$ cat config.mk
export PLATFORM = sky130hd
export DESIGN_NAME = evt_stat
export DESIGN_NICKNAME = d
export VERILOG_FILES = /design/src/evt_stat_pkg.sv /design/src/evt_stat.sv /design/src/level_flags.sv
export SDC_FILE = /design/constraint.sdc
export NUM_CORES = 1
export LEC_CHECK = 0
export ABC_AREA = 1
export BUFFER_PORTS_ARGS = -buffer_cell sky130_fd_sc_hd__buf_2
export CORE_MARGIN = 2
export CORE_UTILIZATION = 55
export DETAILED_ROUTE_END_ITERATION = 12
export PLACE_DENSITY_LB_ADDON = 0.2
export SKIP_CTS_REPAIR_TIMING = 1
export SLEW_MARGIN = 10
export SYNTH_ARGS = -nofsm -noshare
export SYNTH_HDL_FRONTEND = slang
export SYNTH_SLANG_ARGS = --single-unit
$ cat constraint.sdc
create_clock -name clk -period 2.35 [get_ports clk]
set_input_delay 0.1175 -clock clk [delete_from_list [all_inputs] [get_ports clk]]
set_output_delay 0.1175 -clock clk [all_outputs]
set_load 0.05 [all_outputs]
$ cat src/evt_stat_pkg.sv
// Purpose: constants for the fifo threshold and event status block
// Assumes: 16-bit registers on a plain byte-addressed port
// Notes:   offsets are the printed byte addresses
package evt_stat_pkg;
  localparam int          ADDR_W          = 32;
  localparam int          DATA_W          = 16;
  localparam int          LVL_W           = 6;
  localparam int          FLAG_N          = 12;
  localparam logic [31:0] ADDR_STAT       = 32'h5000_1334;
  localparam logic [31:0] ADDR_RX_THRESHOLD      = 32'h5000_1338;
  localparam logic [31:0] ADDR_TX_TL      = 32'h5000_133C;
  localparam logic [31:0] ADDR_CLR_ALL    = 32'h5000_1340;
  localparam logic [31:0] ADDR_CLR_RXU    = 32'h5000_1344;
  localparam logic [31:0] ADDR_CLR_RXO    = 32'h5000_1348;
  localparam logic [31:0] ADDR_CLR_TXO    = 32'h5000_134C;
  localparam logic [31:0] ADDR_MASK       = 32'h5000_1330;
  localparam logic [31:0] ADDR_MSTAT      = 32'h5000_132C;
  localparam logic [31:0] ADDR_ABRT       = 32'h5000_1380;
  localparam logic [31:0] ADDR_ENABLE     = 32'h5000_136C;
  localparam int          BIT_RXU         = 0;
  localparam int          BIT_RXO         = 1;
  localparam int          BIT_RXF         = 2;
  localparam int          BIT_TXO         = 3;
  localparam int          BIT_TXE         = 4;
  localparam int          TL_W            = 5;
  localparam logic [4:0]  TL_RST          = 5'h00;
  localparam logic [11:0] MASK_RST        = 12'hFFF;
  localparam int          ABRT_KEEP_BIT   = 9;
  localparam int          FIFO_DEPTH      = 32;
endpackage

$ cat src/evt_stat.sv
// Added by the designer: the address-and-strobe port.
`timescale 1ns/1ps
// Purpose: fifo threshold registers and overflow/underflow event flags
// Assumes: fifo levels, pushes and pops come from the controller core
// Notes:   masks, enable and abort cause sit at addresses of our own
module evt_stat #(
  parameter int DEPTH = evt_stat_pkg::FIFO_DEPTH
) (
  // clock and reset
  input  wire logic                             clk,
  input  wire logic                             rst,
  // register port
  input  wire logic [evt_stat_pkg::ADDR_W-1:0]  addr,
  input  wire logic [evt_stat_pkg::DATA_W-1:0]  wdata,
  input  wire logic                             wr,
  input  wire logic                             rd,
  output logic      [evt_stat_pkg::DATA_W-1:0]  rdata_q,
  // controller core
  input  wire logic [evt_stat_pkg::LVL_W-1:0]   rx_level,
  input  wire logic [evt_stat_pkg::LVL_W-1:0]   tx_level,
  input  wire logic                             cmd_write,
  input  wire logic                             data_read,
  input  wire logic                             rx_byte_in,
  input  wire logic                             engines_idle,
  input  wire logic                             abort_event,
  input  wire logic [evt_stat_pkg::DATA_W-1:0]  abort_cause_in,
  // outputs to core
  output logic                                  enable_q,
  output logic                                  internal_enable_state_q,
  output logic                                  rx_flush_q,
  output logic                                  rx_ack_q,
  output logic                                  rx_store_q,
  output logic      [evt_stat_pkg::FLAG_N-1:0]  masked_status_q
);
  import evt_stat_pkg::*;

  logic [TL_W-1:0]   rx_thr_q;
  logic [TL_W-1:0]   tx_thr_q;
  logic [FLAG_N-1:0] mask_q;
  logic [DATA_W-1:0] abort_cause_q;
  logic              rxu_q;
  logic              rxo_q;
  logic              txo_q;
  logic              rx_full;
  logic              tx_empty;

  // depth clamp: anything past depth minus one stores depth minus one (n+1 entries)
  function automatic logic [TL_W-1:0] clamp_thr(input logic [DATA_W-1:0] v);
    if (v > DATA_W'(DEPTH - 1)) begin
      return TL_W'(DEPTH - 1);
    end
    return v[TL_W-1:0];
  endfunction

  // address decode
  wire sel_rx_threshold  = (addr == ADDR_RX_THRESHOLD);
  wire sel_tx_tl  = (addr == ADDR_TX_TL);
  wire sel_mask   = (addr == ADDR_MASK);
  wire sel_enable = (addr == ADDR_ENABLE);
  wire clr_all    = rd && (addr == ADDR_CLR_ALL);
  wire clr_rxu    = rd && (addr == ADDR_CLR_RXU) || clr_all;
  wire clr_rxo    = rd && (addr == ADDR_CLR_RXO) || clr_all;
  wire clr_txo    = rd && (addr == ADDR_CLR_TXO) || clr_all;
  wire full_lvl   = (rx_level >= LVL_W'(DEPTH));
  wire tx_full    = (tx_level >= LVL_W'(DEPTH));

  // event sources
  wire ev_txo = cmd_write && tx_full;
  wire ev_rxo = rx_byte_in && full_lvl;
  wire ev_rxu = data_read && (rx_level == LVL_W'(0));
  // disabled controller: flags hold until the engines go idle
  wire drop   = !internal_enable_state_q;

  // sticky flags; set beats a same-cycle clear
  wire rxu_d = ev_rxu || (rxu_q && !clr_rxu && !drop);
  wire rxo_d = ev_rxo || (rxo_q && !clr_rxo && !drop);
  wire txo_d = ev_txo || (txo_q && !clr_txo && !drop);

  wire [FLAG_N-1:0] raw = {7'h00, tx_empty, txo_q, rx_full, rxo_q, rxu_q};

  // abort cause: bit 9 survives a clear-all
  wire [DATA_W-1:0] abrt_keep = DATA_W'(1) << ABRT_KEEP_BIT;
  wire [DATA_W-1:0] abrt_d    = abort_event ? abort_cause_in :
                                clr_all ? (abort_cause_q & abrt_keep) : abort_cause_q;

  // read mux, reserved bits zero
  wire [DATA_W-1:0] rmux =
      (addr == ADDR_STAT)   ? DATA_W'(raw) :
      (addr == ADDR_MSTAT)  ? DATA_W'(raw & mask_q) :
      sel_mask              ? DATA_W'(mask_q) :
      sel_rx_threshold             ? DATA_W'(rx_thr_q) :
      sel_tx_tl             ? DATA_W'(tx_thr_q) :
      sel_enable            ? DATA_W'(enable_q) :
      (addr == ADDR_ABRT)   ? abort_cause_q :
      DATA_W'(0);

  always_ff @(posedge clk) begin
    if (rst) begin
      rx_thr_q <= TL_RST;
      tx_thr_q <= TL_RST;
      mask_q   <= MASK_RST;
      enable_q <= 1'b0;
    end else if (wr) begin
      if (sel_rx_threshold) begin
        rx_thr_q <= clamp_thr(wdata);
      end else if (sel_tx_tl) begin
        tx_thr_q <= clamp_thr(wdata);
      end else if (sel_mask) begin
        mask_q <= wdata[FLAG_N-1:0];
      end else if (sel_enable) begin
        enable_q <= wdata[0];
      end
    end
  end

  always_ff @(posedge clk) begin
    if (rst) begin
      internal_enable_state_q <= 1'b0;
      rx_flush_q              <= 1'b1;
      rxu_q                   <= 1'b0;
      rxo_q                   <= 1'b0;
      txo_q                   <= 1'b0;
      abort_cause_q           <= '0;
      rdata_q                 <= '0;
      rx_ack_q                <= 1'b0;
      rx_store_q              <= 1'b0;
      masked_status_q         <= '0;
    end else begin
      // enable state falls only once engines are idle
      if (enable_q) begin
        internal_enable_state_q <= 1'b1;
      end else if (engines_idle) begin
        internal_enable_state_q <= 1'b0;
      end
      rx_flush_q      <= !(wr && sel_enable ? wdata[0] : enable_q);
      rxu_q           <= rxu_d;
      rxo_q           <= rxo_d;
      txo_q           <= txo_d;
      abort_cause_q   <= abrt_d;
      rdata_q         <= rd ? rmux : '0;
      rx_ack_q        <= rx_byte_in;
      rx_store_q      <= rx_byte_in && !full_lvl;
      masked_status_q <= raw & mask_q;
    end
  end

  // rx flag forced low while flushed, immediately after enable write
  level_flags u_lvl (
    .clk        (clk),
    .rst        (rst),
    .rx_level   (rx_level),
    .tx_level   (tx_level),
    .rx_thr     (rx_thr_q),
    .tx_thr     (tx_thr_q),
    .rx_hold    (!enable_q || (wr && sel_enable && !wdata[0])),
    .tx_hold    (!enable_q && !internal_enable_state_q),
    .rx_full_q  (rx_full),
    .tx_empty_q (tx_empty)
  );

  // helpers for the checks; thresholds widened to the level width
  wire [LVL_W-1:0] rx_thr_lvl = LVL_W'(rx_thr_q);
  wire [LVL_W-1:0] tx_thr_lvl = LVL_W'(tx_thr_q);
  wire             en_off_wr  = wr && sel_enable && !wdata[0];
  wire             clr_rd     = rd && (addr == ADDR_CLR_ALL || addr == ADDR_CLR_RXU ||
                                       addr == ADDR_CLR_RXO || addr == ADDR_CLR_TXO);
endmodule

$ cat src/level_flags.sv
`timescale 1ns/1ps
// Purpose: level comparison flags for the fifo thresholds
// Assumes: levels and thresholds on the same clock
// Notes:   outputs are registered
module level_flags (
  // clock
  input  wire logic                           clk,
  input  wire logic                           rst,
  // levels
  input  wire logic [evt_stat_pkg::LVL_W-1:0] rx_level,
  input  wire logic [evt_stat_pkg::LVL_W-1:0] tx_level,
  input  wire logic [evt_stat_pkg::TL_W-1:0]  rx_thr,
  input  wire logic [evt_stat_pkg::TL_W-1:0]  tx_thr,
  input  wire logic                           rx_hold,
  input  wire logic                           tx_hold,
  // flags
  output logic                                rx_full_q,
  output logic                                tx_empty_q
);
  import evt_stat_pkg::*;
  wire [LVL_W-1:0] rx_trig = {1'b0, rx_thr} + LVL_W'(1);
  wire [LVL_W-1:0] tx_trig = {1'b0, tx_thr};
  wire             rx_d    = !rx_hold && (rx_level >= rx_trig);
  wire             tx_d    = !tx_hold && (tx_level <= tx_trig);
  always_ff @(posedge clk) begin
    if (rst) begin
      rx_full_q  <= 1'b0;
      tx_empty_q <= 1'b0;
    end else begin
      rx_full_q  <= rx_d;
      tx_empty_q <= tx_d;
    end
  end
endmodule

==> results of run 1 <==
[worst min path at each step]
stage,start,to,slack (ps),cells after the start
5_1_grt,rx_byte_in,rx_ack_q,9,3
6_report,rx_byte_in,rx_ack_q,1,3
4_1_cts,tx_level[5],u_lvl.tx_empty_q,-40,2
2_1_floorplan,tx_level[5],u_lvl.tx_empty_q,190,1
3_5_place_dp,tx_level[5],u_lvl.tx_empty_q,320,2
3_3_place_gp,tx_level[5],u_lvl.tx_empty_q,330,2
[layer usage]
layer | part of all wire [%] | global-route usage, % | vias to the layer above
met5 | 0 | 0 | -
met4 | 2.0 | 9.96 | 0
met3 | 7.3 | 7.59 | 23
met2 | 50 | 45.8 | 133
met1 | 41 | 32.8 | 1730
li1 | - | - | 1914
[final cells by class]
class / count / share of cell area [%]
Clock buffer: 10 / 3.09
Multi-Input combinational cell: 378 / 42.7
Tap cell: 77 / 2.16
Inverter: 65 / 5.48
Timing Repair Buffer: 116 / 13.6
Clock inverter: 6 / 1.94
Sequential cell: 69 / 31.0
[tightest hold or removal path: cells and delay by family]
| kind | cells | cell delay [ps] |
|---|---|---|
| simple gates | 1 | 40 |
| buf+inv | 2 | 140 |
[layout by cell type, fill, tap and decap left out, drive strengths merged, types with 7 or more instances in the layout]
master  count
buf       112
nor3        8
nand2     126
conb        7
dfxtp      69
nand4      11
inv        65
nor2       79
o211ai      7
ha         12
clkbuf     10
a21oi      31
o21ai      19
nand3      66
[kinds of logic after synthesis]
group	synth area share, %
other cells	0.104
simple gates	37.3
flops	38.1
xor+xnor	0.726
buf+inv	9.92
fa+ha+maj	4.15
compound gates	9.64
[report_power, final]
group / switching [mW] / leakage (nW) / internal [mW]
logic: 0.159 / 1.49 / 0.0978
registers: 0.0110 / 0.560 / 1.19
clock network: 0.450 / 0.112 / 0.624
total: 0.620 / 2.16 / 1.91
[state kept, by name, summed over array words and instances (netlist names), 5 cells and up]
name	flops
abort_cause_q	16
rdata_q	16
mask_q	12
masked_status_q	5
rx_thr_q	5
tx_thr_q	5
==> impl_metrics.env, run 1 <==
export IMPL_fin_area_sq_um=4450
export IMPL_core_sq_um=6350
export IMPL_nNetsFinal=736
export IMPL_vias_per_cell=5.27
export IMPL_synthToLayoutAreaGrowth_pct=23.0
export IMPL_hold_ws_ps=1.39
export IMPL_hold_path_class="in2reg"
export IMPL_ir_worst_vdd_v=0.000882
export IMPL_fin_crit_ps=1840
export IMPL_place_congestion=0.897
export IMPL_synth_flop_cell="dfxtp_1"
export IMPL_first_pass_iters=5
export IMPL_num_rows=29
export IMPL_cts_sinks=69
export IMPL_grt_pass1_vias=3538
export IMPL_gr_usage_all_layers_pct=27.1
export IMPL_slew_viol_final=0
export IMPL_synth_area_top_cells="dfxtp_1 (38%), nand2_1 (13%), nand3_1 (8.7%)"
export IMPL_crit_chain="ha_1, nand3_1, xor2_1, ha_1, nand2_1, nor2_1, o21ai_0, o211ai_1, o211ai_1, nor2_1"
export IMPL_critPathRequiredTime_ps=2590
export IMPL_dieArea_sq_um=7250
export IMPL_synthArstFlopShare_pct=0
export IMPL_cp_endpoint="u_lvl.rx_full_q"
export IMPL_fin_util_pct=70.1
export IMPL_tns_ps=0
export IMPL_root_buffer="clkbuf_8"
export IMPL_min_period_over_period_pct=78.5
export IMPL_arrival_ps=2080
export IMPL_pin_count=118
export IMPL_synth_warnings=0
export IMPL_cts_buffer_depth=2
export IMPL_finalSetupViolCount=0
export IMPL_grt_start_max_net_pins=24
export IMPL_cts_tree="built"
export IMPL_post_dp_hpwl_microns=7560
export IMPL_drtIter0Drc=198
export IMPL_ys_seq_area_share_pct=38.1
export IMPL_vias=3800
export IMPL_drc=0
export IMPL_dp_slack_ps=505
export IMPL_power_density_nw_per_um2=568
export IMPL_post_dp_cell_area_sq_um=4190
export IMPL_insertion_delay_ps=350
export IMPL_clk_pin_slew_ps=80
export IMPL_cp_slowest_cell="dfxtp_1"
export IMPL_synth_edff_count=0
export IMPL_slowest_delay_ps=410
export IMPL_crit_path_end_kind="flip-flop"
export IMPL_die_h_microns=85.1
export IMPL_rsz0062_at_grt="no"
export IMPL_status="finished clean"
export IMPL_final_seq_area_sq_um=1380
export IMPL_grt_antenna_before_repair=0
export IMPL_drive_above_1_share_pct=24.5
export IMPL_worst_r2r_cell_count=10
export IMPL_fmax_mhz=542
export IMPL_multi_input_area_sq_um=1900
export IMPL_numCtsBuffers=9
export IMPL_ys_types=35
export IMPL_dp_cells=701
export IMPL_critical_path_cell_count=10
export IMPL_finalClockSkew_ps=8.61
export IMPL_cp_start_kind="flip-flop"
export IMPL_critPathLaunch="rx_thr_q[1]"
export IMPL_yosys_top_cells_count="nand2_1 (121), dfxtp_1 (69), nor2_1 (69), nand3_1 (63), inv_1 (60)"
export IMPL_finalHoldViolCount=0
export IMPL_ys_ff_latch=69
export IMPL_layoutNonFillerInstCount=721
export IMPL_worst_slew_pin_transition_ps=682
export IMPL_cp_max_fo=4
export IMPL_fillers=561
export IMPL_wirelength_microns=9590
export IMPL_total_power_mw=2.53
export IMPL_htreeDepth=3
export IMPL_drtAntennaViolNets=0
export IMPL_worst_slack_ps=506
export IMPL_critical_path_class="reg2reg"
export IMPL_synth_top_area_share_pct=38.1
export IMPL_crit_family="adder cells"
export IMPL_maxCapViolations=0
export IMPL_leakagePower_nw=2.16
export IMPL_yosysMostFrequentCell="nand2_1"
export IMPL_reg2reg_to="u_lvl.rx_full_q"
export IMPL_globalRoute_totalOverflow=0
export IMPL_start_util_pct=57.0
export IMPL_grt_pass1_wl_microns=15600
export IMPL_rrSetupSlack_ps=510
export IMPL_critPathBufInv=0
export IMPL_relSlewSlack_pct=54.5
export IMPL_portBuffers=110
export IMPL_yosys_area_top_type="dfxtp_1"
export IMPL_die_w_microns=85.1
export IMPL_synth_area_per_cell_sq_um=6.88
export IMPL_crit_reg2reg_launch="rx_thr_q[1]"
export IMPL_synthCells=526
export IMPL_antennaDiodeCount=0
export IMPL_syn_cell_area_sq_um=3620
export IMPL_wl_per_cell_microns=13.3
Note: power is estimated with default switching activity, not from simulation.
==> run 2: changes to the inputs <==
CORE_UTILIZATION = 51   (was 55)
clock period = 1.9 ns   (was 2.35 ns; I/O delays follow)
==> run 2 against run 1 <==
Sequential power is 23% higher. The flow now finishes with violations (negative hold slack). Highest routed layer unchanged. Hold slack worse by 8.8 ps. Clock skew is 3.0 ps lower. Cell area is 2.4% higher. Die area is 7.5% higher. Routed wire length is 1.9% higher.
==> impl_metrics.env, run 2 (synthesis results as in run 1) <==
export IMPL_nNetsFinal=745
export IMPL_grt_start_max_net_pins=30
export IMPL_cp_start_kind="flip-flop"
export IMPL_post_dp_hpwl_microns=7480
export IMPL_vias=3810
export IMPL_insertion_delay_ps=340
export IMPL_finalSetupViolCount=0
export IMPL_dp_slack_ps=91.5
export IMPL_clk_pin_slew_ps=80
export IMPL_num_rows=30
export IMPL_portBuffers=110
export IMPL_pwr_share_comb_pct=11.2
export IMPL_drive_above_1_share_pct=25.7
export IMPL_dieArea_sq_um=7790
export IMPL_total_power_mw=2.99
export IMPL_slowest_delay_ps=370
export IMPL_fin_area_sq_um=4560
export IMPL_root_buffer="clkbuf_8"
export IMPL_min_period_over_period_pct=95.8
export IMPL_synthToLayoutAreaGrowth_pct=26.0
export IMPL_hold_ws_ps=-7.38
export IMPL_mostFrequentLayoutCells="nand2_1 (120), buf_2 (110), nor2_1 (69), dfxtp_1 (66), nand3_1 (62)"
export IMPL_grt_pass1_vias=3364
export IMPL_vias_per_cell=5.09
export IMPL_layoutNonFillerInstCount=749
export IMPL_die_w_microns=88.3
export IMPL_power_density_nw_per_um2=656
export IMPL_final_common_cell="nand2_1"
export IMPL_globalRoute_totalOverflow=0
export IMPL_cts_buffer_depth=2
export IMPL_worst_slack_ps=80.3
export IMPL_clockPowerShare_pct=39.3
export IMPL_cp_max_fo=4
export IMPL_cp_slowest_cell="dfxtp_4"
export IMPL_first_pass_iters=5
export IMPL_maxCapViolations=0
export IMPL_core_sq_um=6830
export IMPL_fin_crit_ps=1820
export IMPL_drtIter0Drc=300
export IMPL_critPathRequiredTime_ps=2130
export IMPL_dp_cells=723
export IMPL_grt_antenna_before_repair=0
export IMPL_htreeDepth=3
export IMPL_wl_per_cell_microns=13.0
export IMPL_die_h_microns=88.3
export IMPL_finalHoldViolCount=3
export IMPL_arrival_ps=2050
export IMPL_slew_viol_final=0
export IMPL_wirelength_microns=9770
export IMPL_finalClockSkew_ps=5.65
export IMPL_power_switching_mw=0.783
export IMPL_place_congestion=0.921
export IMPL_ir_worst_vdd_v=0.000661
export IMPL_leakagePower_nw=2.18
export IMPL_p_seq_share_pct=49.5
export IMPL_drtAntennaViolNets=0
export IMPL_status="finished with violations"
export IMPL_sw_frac_of_total_pct=26.2
export IMPL_critical_path_class="reg2reg"
export IMPL_numCtsBuffers=9
export IMPL_post_dp_cell_area_sq_um=4240
export IMPL_pin_count=118
export IMPL_cts_tree="built"
export IMPL_drc=0
export IMPL_grt_pass1_wl_microns=15200
export IMPL_crit_chain="ha_4, nand3_2, xor2_1, ha_1, nand2_2, nor2_1, o21ai_1, o211ai_1, o211ai_1, nor2_1"
export IMPL_violations="negative hold slack"
export IMPL_hold_path_class="in2reg"
export IMPL_gr_usage_all_layers_pct=25.2
export IMPL_cts_sinks=69
export IMPL_start_util_pct=53.0
export IMPL_p_int_mw=2.21
export IMPL_crit_path_end_kind="flip-flop"
export IMPL_antennaDiodeCount=0
export IMPL_fmax_mhz=550
export IMPL_reg_largest_list="abort_cause_q: 16 flops, rdata_q: 16 flops, mask_q: 12 flops"
## run 2: changes by cell type in the layout (fill, tap and decap cells not counted), moves of 2 or more
cell / delta
dlygate4sd3_1: +5
dfxtp_1: -3
buf_4: +4
dfxtp_4: +2
## run 2: final timing paths
check	from	endpoint	slack, ps	cells after the start
setup / recovery	rx_thr_q[1]	u_lvl.rx_full_q	80	10
setup reg to reg	rx_thr_q[1]	u_lvl.rx_full_q	80	10
hold reg to reg	abort_cause_q[13]	rdata_q[13]	430	2
hold / removal	abort_cause_in[12]	abort_cause_q[12]	-7	3
## run 2: area by class of cell
type	count	area, sq um
Clock buffer	9	124
Clock inverter	7	73.8
Fill cell	632	2270
Inverter	65	244
Multi-Input combinational cell	378	1920
Sequential cell	69	1390
Tap cell	96	120
Timing Repair Buffer	125	686
## run 2: critical path, delay by kind of cell (launching register included)
| family | cells | cell delay [ps] |
|---|---|---|
| flops | 1 | 370 |
| xor+xnor | 1 | 160 |
| fa+ha+maj | 2 | 460 |
| simple gates | 4 | 280 |
| compound gates | 3 | 420 |
## run 2: power by group through the flow
stage / Combinational (mW) / Clock, mW / Sequential [mW]
6_report: 0.335 / 1.18 / 1.48
5_1_grt: 0.371 / 1.25 / 1.48
4_1_cts: 0.316 / 1.19 / 1.48
3_5_place_dp: 0.314 / 0 / 1.52
3_3_place_gp: 0.304 / 0 / 1.52
2_1_floorplan: 0.176 / 0 / 1.52
## run 2: per-stage QoR
stage / setup TNS, ps / util [%] / hold WS (ps)
after floorplan: 0 / - / 171
after global placement: 0 / 62.0 / 310
after detailed placement: 0 / 62.0 / 308
after CTS: 0 / 64.9 / -57.5
after global routing: -31.2 / 66.8 / 1.18
final: 0 / 66.8 / -7.38
## run 2: per-layer routing
metal | wire length, microns | share of wire, % | vias up | global-route usage (%)
met2 | 4750 | 49 | 139 | 42.2
met1 | 4220 | 43 | 1726 | 32.8
met3 | 658 | 6.7 | 16 | 6.25
met4 | 135 | 1.4 | 0 | 6.61
met5 | 0 | 0 | - | 0
li1 | - | - | 1929 | -
